[src/design/coproc_cond_pkg.sv]
`default_nettype none
package coproc_cond_pkg;
    // Opcode field positions and patterns
    localparam logic [3:0] FLINE = 4'hF;
    localparam logic [2:0] SET_PATTERN = 3'h1;
    localparam logic [5:0] LOOP_PATTERN = 6'h09;
    localparam logic [1:0] BRANCH_PATTERN = 2'h1;
    localparam int FLINE_HI = 15;
    localparam int FLINE_LO = 12;
    localparam int COPROCESSOR_SELECT_ID_HI = 11;
    localparam int COPROCESSOR_SELECT_ID_LO = 9;
    localparam int LONG_BIT = 6;
    localparam int SEL_HI = 5;

    // Effective address modes
    localparam logic [2:0] EA_DREG = 3'h0;
    localparam logic [2:0] EA_AREG = 3'h1;
    localparam logic [2:0] EA_SPECIAL = 3'h7;
    localparam logic [2:0] EA_ABS_LAST = 3'h1;

    // Written values
    localparam logic [7:0] BYTE_TRUE = 8'hFF;
    localparam logic [7:0] BYTE_FALSE = 8'h00;
    localparam logic [15:0] COUNT_END = 16'hFFFF;
    localparam logic [15:0] COUNT_STEP = 16'h0001;

    typedef struct packed {
        logic [15:0] opword;
        logic [15:0] selword;
        logic [31:0] disp;
        logic [31:0] scan_ptr;
        logic [31:0] next_ptr;
        logic [31:0] ea_addr;
        logic [31:0] counter;
    } cond_cmd_t;

    typedef struct packed {
        logic null_prim;
        logic come_again;
        logic ca_allowed;
        logic cond_true;
    } cp_resp_t;

    typedef struct packed {
        logic [31:0] next_ptr;
        logic taken;
        logic illegal;
        logic violation;
    } cond_done_t;

    typedef struct packed {
        logic to_dreg;
        logic [2:0] dreg;
        logic [31:0] addr;
        logic [7:0] data;
    } byte_wr_t;

    typedef enum logic [2:0] {
        ST_IDLE = 3'h0,
        ST_CIR_WR = 3'h1,
        ST_RESP_RD = 3'h3,
        ST_SERVICE = 3'h2,
        ST_BYTE_WR = 3'h7
    } seq_state_t;
endpackage : coproc_cond_pkg
`default_nettype wire

[src/design/branch_target.sv]
`default_nettype none
module branch_target
    import coproc_cond_pkg::*;
#(
    parameter int W = 32
) (
    // Operands
    input wire logic [W-1:0] disp,
    input wire logic is_long,
    input wire logic [W-1:0] scan_ptr,
    // Result
    output logic [W-1:0] target
);
    // Short displacement needs its sign bit inside the word
    if (W < 16) begin : g_width_check
        $error("branch_target needs at least 16 bits");
    end

    logic [W-1:0] disp_ext;

    always_comb begin
        // Short form widened with its sign bit
        disp_ext = is_long ? disp : {{(W-16){disp[15]}}, disp[15:0]}; // RQ3
        target = scan_ptr + disp_ext; // RQ2
    end
endmodule : branch_target
`default_nettype wire

[src/design/coproc_cond_exec.sv]
// What this block does
// RQ1: Branch with false condition continues at the next sequential instruction.
// RQ2: Branch with true condition targets scan pointer plus displacement.
// RQ3: Displacement is 16 or 32 bits; short form is sign-extended.
// RQ4: Set opcode: select id bits 11-9, 001 in 8-6, address mode 5-0.
// RQ5: Set selector word goes to the interface register to start evaluation.
// RQ6: Set may carry coprocessor words then zero to five address words.
// RQ7: Set writes the word after the opcode, then reads the response.
// RQ8: Set with false condition writes an all-zero byte to the address.
// RQ9: Set with true condition writes an all-ones byte to the address.
// RQ10: Loop opcode: select id 11-9, 001001 in 8-3, counter register 2-0.
// RQ11: Loop selector word goes to the interface register; extras may follow.
// RQ12: Loop displacement is 16 bits, sign-extended for the destination.
// RQ13: Loop with true condition falls through, counter untouched.
// RQ14: Loop with false condition decrements only the counter's low word.
// RQ15: Counter low word at minus one falls through, else branches.
// RQ16: Coprocessor may request services before returning its condition.
// RQ17: Final condition arrives as a null primitive.
// RQ18: Non-null primitive allowing come-again without it is a protocol violation.
// RQ19: Branch opcode 1111 in 15-12; whole opcode goes to the interface register.
// RQ20: Set to a non data-alterable byte location is an illegal instruction.
`default_nettype none
module coproc_cond_exec
    import coproc_cond_pkg::*;
(
    // Clock and reset
    input wire logic mclk,
    input wire logic rst,
    // Instruction from the decoder
    input wire logic start_valid,
    input wire cond_cmd_t start_cmd,
    output logic start_ready,
    // Interface register write
    output logic cir_wr_valid,
    output logic [15:0] cir_wr_data,
    output logic [2:0] coprocessor_select_id,
    input wire logic cir_wr_ready,
    // Response register read
    output logic resp_rd,
    input wire logic resp_valid,
    input wire cp_resp_t resp,
    // Service requests
    output logic svc_req,
    output cp_resp_t svc_resp,
    input wire logic svc_done,
    // Flag byte write
    output logic bw_valid,
    output byte_wr_t bw,
    input wire logic bw_ready,
    // Loop counter write back
    output logic dreg_wr,
    output logic [2:0] dreg_wr_idx,
    output logic [31:0] dreg_wr_data,
    // Completion
    output logic done_valid,
    output cond_done_t done
);
    seq_state_t state_q, state_d;
    cond_cmd_t cmd_q, cmd_d;
    cp_resp_t resp_q, resp_d;
    byte_wr_t bw_q, bw_d;
    cond_done_t done_q, done_d;
    logic done_valid_q, done_valid_d;
    logic [15:0] cir_data_q, cir_data_d;
    logic dreg_wr_q, dreg_wr_d;
    logic [31:0] dreg_data_q, dreg_data_d;

    logic is_loop, is_set, is_branch, st_loop, st_set, st_branch, st_legal;
    logic [31:0] target;
    logic [15:0] count_dec;

    function automatic logic kind_loop(input logic [15:0] op);
        kind_loop = op[8:3] == LOOP_PATTERN; // RQ10
    endfunction : kind_loop

    function automatic logic kind_set(input logic [15:0] op);
        kind_set = !kind_loop(op) && op[8:6] == SET_PATTERN; // RQ4
    endfunction : kind_set

    function automatic logic kind_branch(input logic [15:0] op);
        kind_branch = op[8:7] == BRANCH_PATTERN;
    endfunction : kind_branch

    // Only data-alterable byte modes may take the flag
    function automatic logic ea_alterable(input logic [5:0] ea);
        logic ok;
        ok = 1'b1;
        if (ea[5:3] == EA_AREG) begin
            ok = 1'b0;
        end else if (ea[5:3] == EA_SPECIAL) begin
            ok = ea[2:0] <= EA_ABS_LAST;
        end
        ea_alterable = ok; // RQ20
    endfunction : ea_alterable

    always_comb begin
        is_loop = kind_loop(cmd_q.opword);
        is_set = kind_set(cmd_q.opword);
        is_branch = kind_branch(cmd_q.opword);
        st_loop = kind_loop(start_cmd.opword);
        st_set = kind_set(start_cmd.opword);
        st_branch = kind_branch(start_cmd.opword);
        st_legal = start_cmd.opword[FLINE_HI:FLINE_LO] == FLINE // RQ19
            && (st_loop || st_branch || (st_set && ea_alterable(start_cmd.opword[5:0])));
        count_dec = cmd_q.counter[15:0] - COUNT_STEP; // RQ14
    end

    // Loop form always uses the short displacement
    branch_target #(.W(32)) u_target (
        .disp(cmd_q.disp),
        .is_long(is_branch && cmd_q.opword[LONG_BIT]), // RQ3 RQ12
        .scan_ptr(cmd_q.scan_ptr), // RQ2
        .target(target)
    );

    always_comb begin
        state_d = state_q;
        cmd_d = cmd_q;
        resp_d = resp_q;
        bw_d = bw_q;
        done_d = done_q;
        done_valid_d = 1'b0;
        cir_data_d = cir_data_q;
        dreg_wr_d = 1'b0;
        dreg_data_d = dreg_data_q;
        case (state_q)
            ST_IDLE: begin
                if (start_valid) begin
                    cmd_d = start_cmd;
                    if (st_legal) begin
                        // Selector word, or the whole opcode for the branch form
                        cir_data_d = st_branch ? start_cmd.opword
                            : start_cmd.selword; // RQ5 RQ7 RQ11 RQ19
                        state_d = ST_CIR_WR;
                    end else begin
                        done_d = '{next_ptr: start_cmd.next_ptr, taken: 1'b0,
                                   illegal: 1'b1, violation: 1'b0}; // RQ20
                        done_valid_d = 1'b1;
                    end
                end
            end
            ST_CIR_WR: begin
                if (cir_wr_ready) begin
                    state_d = ST_RESP_RD; // RQ7
                end
            end
            ST_RESP_RD: begin
                if (resp_valid) begin
                    resp_d = resp;
                    done_d = '{next_ptr: cmd_q.next_ptr, taken: 1'b0,
                               illegal: 1'b0, violation: 1'b0};
                    if (resp.null_prim) begin // RQ17
                        state_d = ST_IDLE;
                        if (is_loop) begin
                            if (!resp.cond_true) begin
                                dreg_wr_d = 1'b1; // RQ14
                                dreg_data_d = {cmd_q.counter[31:16], count_dec};
                                if (count_dec != COUNT_END) begin // RQ15
                                    done_d.next_ptr = target;
                                    done_d.taken = 1'b1;
                                end
                            end
                            done_valid_d = 1'b1; // RQ13
                        end else if (is_set) begin
                            bw_d.to_dreg = cmd_q.opword[5:3] == EA_DREG;
                            bw_d.dreg = cmd_q.opword[2:0];
                            bw_d.addr = cmd_q.ea_addr; // RQ6
                            bw_d.data = resp.cond_true ? BYTE_TRUE : BYTE_FALSE; // RQ8 RQ9
                            state_d = ST_BYTE_WR;
                        end else begin
                            if (resp.cond_true) begin
                                done_d.next_ptr = target; // RQ2
                                done_d.taken = 1'b1;
                            end
                            done_valid_d = 1'b1; // RQ1
                        end
                    end else if (resp.ca_allowed && !resp.come_again) begin
                        done_d.violation = 1'b1; // RQ18
                        done_valid_d = 1'b1;
                        state_d = ST_IDLE;
                    end else begin
                        state_d = ST_SERVICE; // RQ16
                    end
                end
            end
            ST_SERVICE: begin
                if (svc_done) begin
                    // A primitive without come-again ends the instruction here
                    if (resp_q.come_again) begin
                        state_d = ST_RESP_RD;
                    end else begin
                        done_valid_d = 1'b1;
                        state_d = ST_IDLE;
                    end
                end
            end
            ST_BYTE_WR: begin
                if (bw_ready) begin
                    done_valid_d = 1'b1;
                    state_d = ST_IDLE;
                end
            end
            default: begin
                state_d = ST_IDLE;
            end
        endcase
    end

    always_ff @(posedge mclk) begin
        if (rst) begin
            state_q <= ST_IDLE;
            cmd_q <= '0;
            resp_q <= '0;
            bw_q <= '0;
            done_q <= '0;
            done_valid_q <= 1'b0;
            cir_data_q <= '0;
            dreg_wr_q <= 1'b0;
            dreg_data_q <= '0;
        end else begin
            state_q <= state_d;
            cmd_q <= cmd_d;
            resp_q <= resp_d;
            bw_q <= bw_d;
            done_q <= done_d;
            done_valid_q <= done_valid_d;
            cir_data_q <= cir_data_d;
            dreg_wr_q <= dreg_wr_d;
            dreg_data_q <= dreg_data_d;
        end
    end

    // Handshakes straight from the state; data from flip-flops
    assign start_ready = state_q == ST_IDLE;
    assign cir_wr_valid = state_q == ST_CIR_WR;
    assign cir_wr_data = cir_data_q;
    assign coprocessor_select_id = cmd_q.opword[COPROCESSOR_SELECT_ID_HI:COPROCESSOR_SELECT_ID_LO]; // RQ4 RQ10
    assign resp_rd = state_q == ST_RESP_RD;
    assign svc_req = state_q == ST_SERVICE;
    assign svc_resp = resp_q;
    assign bw_valid = state_q == ST_BYTE_WR;
    assign bw = bw_q;
    assign dreg_wr = dreg_wr_q;
    assign dreg_wr_idx = cmd_q.opword[2:0]; // RQ14
    assign dreg_wr_data = dreg_data_q;
    assign done_valid = done_valid_q;
    assign done = done_q;

    logic null_in, false_in, true_in;
    assign null_in = resp_rd && resp_valid && resp.null_prim;
    assign false_in = null_in && !resp.cond_true;
    assign true_in = null_in && resp.cond_true;
endmodule : coproc_cond_exec
`default_nettype wire

[config.mk]
export PLATFORM = sky130hd
export DESIGN_NAME = coproc_cond_exec
export DESIGN_NICKNAME = d
export VERILOG_FILES = /design/src/design/coproc_cond_pkg.sv /design/src/design/branch_target.sv /design/src/design/coproc_cond_exec.sv
export SDC_FILE = /design/constraint.sdc
export NUM_CORES = 1
export LEC_CHECK = 0
export ABC_AREA = 1
export BUFFER_PORTS_ARGS = -buffer_cell sky130_fd_sc_hd__buf_2
export CAP_MARGIN = 20
export CORE_UTILIZATION = 40
export CTS_BUF_LIST = sky130_fd_sc_hd__clkbuf_8 sky130_fd_sc_hd__clkbuf_16
export CTS_CLUSTER_DIAMETER = 120
export DETAILED_ROUTE_END_ITERATION = 16
export SLEW_MARGIN = 20
export SYNTH_ARGS = -nofsm -noshare
export SYNTH_HDL_FRONTEND = slang
export SYNTH_SLANG_ARGS = --single-unit
export TNS_END_PERCENT = 100
[constraint.sdc]
create_clock -name mclk -period 3.31 [get_ports mclk]
set_input_delay 0.4965 -clock mclk [delete_from_list [all_inputs] [get_ports mclk]]
set_output_delay 0.4965 -clock mclk [all_outputs]
set_load 0.01 [all_outputs]
# Word-level counts from Yosys, hierarchy flattened
# Index checks and enable logic that the tools add are counted.
[word_totals] register_bits=308 elab_cells=114 output_inout_bits=144 inputBits=203
[classes] n_reduce_logical=22 add_sub_neg=2 n_mux=40 bitwise_logic=5 n_eq_ne=21 magnitude_cmp=1
[ops] cell="$mux W33" n=6
[ops] cell="$mux W35" n=3
[ops] cell="$pmux W35 S2" n=1
[ops] cell="$add A32 B32 Y32" n=1
[ops] cell="$mux W32" n=1
[ops] cell="$mux W3" n=9
[ops] cell="$mux W16" n=1
[ops] cell="$ne A16 B16 Y1 const B" n=1
[ops] cell="$sub A16 B1 Y16 const B" n=1
[ops] cell="$pmux W3 S5" n=1
[ops] cell="$mux W1" n=14
[ops] cell="$eq A3 B1 Y1 const B" n=4
[ops] cell="$eq A6 B4 Y1 const B" n=2
[ops] cell="$ne A2 B1 Y1 const B" n=5
[ops] cell="$reduce_and A5 Y1" n=2
[ops] cell="$mux W8" n=1
[ops] cell="$eq A3 B2 Y1 const B" n=2
[ops] cell="$eq A3 B3 Y1 const B" n=2
[ops] cell="$logic_and A1 B1 Y1" n=6
[ops] cell="$logic_not A3 Y1" n=2
[ops] cell="$reduce_and A6 Y1" n=1
[ops] cell="$not A1 Y1" n=5
[ops] cell="$reduce_or A5 Y1" n=1
[ops] cell="$eq A2 B1 Y1 const B" n=2
[ops] cell="11 further kinds" n=17

# Longest topological paths before layout
[logic_depth] depth_word=10 depth_mapped=22 ltp_nobuf=21

# By module
# Synthesis repeated with hierarchy kept, for this count alone.
[unflattened] hier_cells=2273 area_unflattened_um2=15356.0
[by_module_without_submodules] module="coproc_cond_exec" cells_per_inst=1742 n_inst=1 seq_area_each_um2=6025.8 area_per_inst_um2=12792.3
[by_module_without_submodules] module="branch_target" cells_per_inst=531 n_inst=1 seq_area_each_um2=0.0 area_per_inst_um2=2563.7

# Worst setup path after synthesis
# Ideal clock, no wire load.
[synth_timing] kind="register to register" start="register cmd_q[184] in the netlist's numbering" end="register done_q (netlist bit done[34])" n_path_buf=1 required_ns=3.179 t_arrival_ns=2.410 setup_time_ns=0.131 path_slack_ns=0.769 stages_incl_launch_ff=22 synth_period_minus_slack_ns=2.541 path_cell_list="dfxtp_1 inv_1 nand3_1 nand2_1 clkbuf_1 o21ai_0 inv_1 ha_1 nand2_1 nor2_1 inv_1 nor3_1 and2_1 nand2_1 nand2_1 nand2_1 nand2_1 nand3_1 nand3_1 nand2_1 nand2_1 a21oi_2"
[synth_via] elab_chain_len=10 elab_cells_between_ends=16 classes_between="1 x add/sub; 3 x eq/ne; 9 x mux; 3 x reduce/logical"
[synth_lines] element="start: declaration" line="coproc_cond_exec.sv:59" text="cond_cmd_t cmd_q, cmd_d;"
[synth_lines] element="start signal: assignment" line="coproc_cond_exec.sv:222" text="cmd_q <= cmd_d;"
[synth_lines] element="$eq A2 B1 Y1" line="coproc_cond_exec.sv:81" text="kind_branch = op[8:7] == BRANCH_PATTERN;"
[synth_lines] element="$logic_and A1 B1 Y1" line="coproc_cond_exec.sv:111" text=".is_long(is_branch && cmd_q.opword[LONG_BIT]),"
[synth_lines] element="$mux W32" line="branch_target.sv:23" text="disp_ext = is_long ? disp : {{(W-16){disp[15]}}, disp[15:0]};"
[synth_lines] element="$add A32 B32 Y32" line="branch_target.sv:24" text="target = scan_ptr + disp_ext;"
[synth_lines] element="$mux W33, on equally long branches" line="coproc_cond_exec.sv:171, coproc_cond_exec.sv:158"
[synth_lines] element="$mux W33, on equally long branches" line="coproc_cond_exec.sv:164, coproc_cond_exec.sv:155"
[synth_lines] element="$mux W33 (*)" line="coproc_cond_exec.sv:154" text="if (is_loop) begin"
[synth_lines] element="$mux W33 (*)" line="coproc_cond_exec.sv:152" text="if (resp.null_prim) begin"
[synth_lines] element="$mux W35 (*)" line="coproc_cond_exec.sv:148" text="if (resp_valid) begin"
[synth_lines] element="$pmux W35 S2 (*)" line="coproc_cond_exec.sv:126" text="case (state_q)"
[synth_lines] element="end signal: assignment" line="coproc_cond_exec.sv:225" text="done_q <= done_d;"
[synth_lines] element="end: declaration" line="coproc_cond_exec.sv:62" text="cond_done_t done_q, done_d;"
# Every way passes the cells marked *; elsewhere a longest branch is shown, timed or not. The select of a mux whose other input is x is not followed.
# A chain may end at the register's enable or synchronous reset.

# Worst setup path after layout
[layout_timing] start="register cmd_q[183] in the netlist's numbering" end="register done_q (netlist bit done[26])"
# Same word-level chain as after synthesis.

==> key figures <==
Global route
  – GRT Total Usage: 0.265
  – Number of antenna violations at the first check in global routing: 8
  – Overflow after GRT: 0
  – First-pass GRT wire length: about 81,000 um
  – Largest net degree at the start of global routing: around 130
  – Vias in the first global route: 15,067

STA
  – Unrepaired setup endpoints after global routing: no
  – Final period utilization: 0.898
  – Layout Skew: about 9.7 ps
  – Relative slew slack: 0.383
  – Post-route setup TNS: 0 ps
  – Worst hold slack: 180 ps
  – Final hold vios: 0
  – Fmax: roughly 340 MHz
  – Slew at the pin closest to its max-slew limit: slightly above 900 ps
  – Final max-slew violation count: 0
  – Post-layout min period: between 2000 and 3000 ps
  – Final setup violation count: 0

Floorplanning
  – FP Rows: 71
  – Die Y: 198 um
  – Die W: roughly 200 um
  – Io pins: approximately 350
  – Die ar.: ~39,000 um^2
  – Core Region: 37,700 um^2
  – Initial Utilization: 0.407

Setup path
  – Worst flop-to-flop path endpoint: done[26]$_SDFFE_PP0P_
  – CP required: 3730 ps
  – Cells on worst reg2reg path: 18
  – Crit Path Category: flop to flop
  – Critical-path maximum fanout: 9
  – R2r setup slk: 340 ps
  – Worst setup startpoint: cmd_q[183]$_SDFFE_PP0P_
  – CP endpoint kind: flop
  – Worst Setup EP: done[26]$_SDFFE_PP0P_
  – Worst Path Arrival: between 3000 and 4000 ps
  – CP Launch Type: flop
  – RR Startpoint: cmd_q[183]$_SDFFE_PP0P_

Clock network
  – # H-tree levels: 2
  – CTS Buf Count: 35
  – Clock slew at the register clock pins of the worst setup and hold paths: 60 ps
  – CTS max path bufs: 3
  – CTS tree: built
  – Root Driver: clkbuf_16
  – CTS Sinks: 301
  – Hold-fix buffers, CTS: 0
  – Worst skew pair latency: 560 ps

Route
  – Via count: ~16,000
  – WL/cell: 16.6 um
  – Detailed Route WL: about 52,000 um
  – DR iter-0 viols: 1,115
  – DRC Markers: 0
  – Antenna-violating nets left: 0
  – Avg Vias per Cell: between 5 and 6
  – Pre-antenna DRT Iters: 5

Power
  – Total power: 0.0126 W
  – PwrDens: between 600 and 700 nW/um^2
  – P_leak: slightly above 9 nW
  – Max VDD drop: around 0.35 mV

Hold path
  – Hold path depth: 3
  – Hold/Removal Path Class: input pin to flop

Synth
  – Post-synthesis net count: 2,553
  – Post-synth ARST share: 0
  – Syn Inst Count: 2,315
  – Syn. warnings: 0
  – Mapped Area: ~15,000 um^2
  – Yosys cell types: 44
  – Post-synthesis area per instance: between 6 and 7 um^2
  – Primary FF master, synth: dfxtp_1
  – Number of synthesized flops with an enable pin: 0
  – Register bit total from synthesis: 301
  – Seq/Total Area, Yosys: 0.393

Finish
  – Layout area overhead: 20.6%
  – Layout cells sized above 1: 0.185
  – Post-Layout Cell Count: between 3,000 and 4,000
  – Net count, final: ~2,800
  – Fill cells: ~4,000

Placement
  – DP HPWL: 37,100 um
  – Final estimated routing congestion in global placement: 0.888
  – Port Buffers: between 300 and 400
  – Placed cell count: about 3,000

Outcome
  – Status: finished clean

Run
  – MaxCap Viol Count: 0
worst min path at each step:
stage / startpoint / to / slack (ps)
finish: start_cmd[156] / cmd_q[156]$_SDFFE_PP0P_ / 180
floorplan: cmd_q[0]$_SDFFE_PP0P_ / dreg_wr_data[0]$_SDFFE_PP0P_ / 430
global placement: svc_resp[0]$_SDFFE_PP0P_ / svc_resp[0]$_SDFFE_PP0P_ / 450
global route: start_cmd[19] / cmd_q[19]$_SDFFE_PP0P_ / 170
detailed placement: svc_resp[0]$_SDFFE_PP0P_ / svc_resp[0]$_SDFFE_PP0P_ / 450
CTS: start_cmd[156] / cmd_q[156]$_SDFFE_PP0P_ / 150
critical path, stage by stage (launching register included):
cell	delay [ps]
dfxtp_1	380
nand3_2	170
buf_4	210
o21ai_0	160
inv_1	60
ha_1	400
nand2_1	150
nor2_1	160
inv_1	100
nor3_1	270
nand3_1	160
nand3_1	100
nand2_1	50
nand2_1	100
nand3_1	80
nand3_1	100
nand2_1	50
nand2_1	70
a21oi_2	50
sequential cells by signal, indices dropped and copies added, names as in the netlist:
name	flops
bw	37
cir_wr_data	16
cmd_q	166
coprocessor_select_id	3
done	35
done_valid	1
dreg_wr	1
dreg_wr_data	32
dreg_wr_idx	3
state_q	3
svc_resp	4
what timing repair did:
action	in CTS	in global routing
setup buffers	0	0
resized for setup	0	3
endpoints found under the setup margin	0	13
per-layer routing:
metal / track usage / part of all wire / vias to the layer above
li1: - / - / 7970
met1: 0.341 / 0.43 / 7188
met2: 0.432 / 0.46 / 537
met3: 0.0528 / 0.077 / 89
met4: 0.108 / 0.034 / 4
met5: 0 / 0.00052 / -
metrics by stage:
step / util / worst slack, ps / area, um^2
CTS: 0.490 / 168 / 18500
floorplan: - / 769 / 15300
global route: 0.491 / 6.80 / 18500
detailed placement: 0.461 / 213 / 17400
finish: 0.491 / 339 / 18500
global placement: 0.461 / 289 / 17400
cell usage after synthesis, types with 2 or more instances:
cell	number	area share
ha_1	34	0.028
o221ai_1	4	0.0023
a31oi_1	18	0.0073
a21oi_2	30	0.017
a21oi_1	272	0.089
buf_4	13	0.0064
nand2_2	3	0.0012
buf_6	6	0.0044
nand3_1	109	0.036
nand2_1	676	0.17
nor3_1	10	0.0033
inv_2	3	0.00073
nand3b_1	3	0.0015
o22ai_1	2	0.00082
inv_1	252	0.062
and2_1	5	0.0020
clkbuf_1	100	0.024
o21ai_1	8	0.0026
dfxtp_1	301	0.39
xor2_1	5	0.0029
buf_1	7	0.0017
nand4_1	7	0.0029
xnor2_1	13	0.0074
buf_2	12	0.0039
clkinv_1	3	0.00073
o21ai_0	175	0.057
a221oi_1	4	0.0023
nor2_2	8	0.0033
nor3_2	3	0.0020
a22oi_1	32	0.016
nor2_1	184	0.045
power by group:
part	total (W)	switching, W	leakage [nW]	internal [W]
Combinational	0.00408	0.00272	6.17	0.00135
Sequential	0.00470	0.000420	2.47	0.00428
Clock	0.00378	0.00160	0.580	0.00218
Total	0.0126	0.00475	9.21	0.00781
area by class of cell:
cell class                 count  area (um^2)  share of cell area
multi-input combinational   1618         7750               0.419
sequential                   301         6030               0.326
timing repair buffer         371         1980               0.107
clock buffer                  42          972              0.0525
inverter                     258          971              0.0525
tap                          511          639              0.0346
clock inverter                17          145             0.00784
antenna                        9         22.5             0.00122
logic make-up (layout without fill, tap and decap cells):
kind of cell,Yosys count,in the layout,share of synthesized area
compound gates,551,551,0.197
xor+xnor,19,19,0.0113
other cells,0,9,0
fa+ha+maj,35,35,0.0290
flops,301,301,0.393
buf+inv,396,688,0.104
simple gates,1013,1013,0.266
cells in the final DEF, fill, tap and decap left out, types with 7 or more instances in the layout:
cell type,synthesis,layout
a21oi_1,272,272
a21oi_2,30,29
a22oi_1,32,32
a31oi_1,18,18
buf_2,12,345
buf_4,13,21
clkbuf_16,0,35
clkbuf_8,0,7
clkinv_2,0,7
dfxtp_1,301,301
diode_2,0,9
ha_1,34,34
inv_1,252,257
nand2_1,676,673
nand3_1,109,108
nand4_1,7,7
nor2_1,184,182
nor2_2,8,10
nor3_1,10,10
o21ai_0,175,175
o21ai_1,8,8
xnor2_1,13,13
Power figures use the tool's default switching activity.
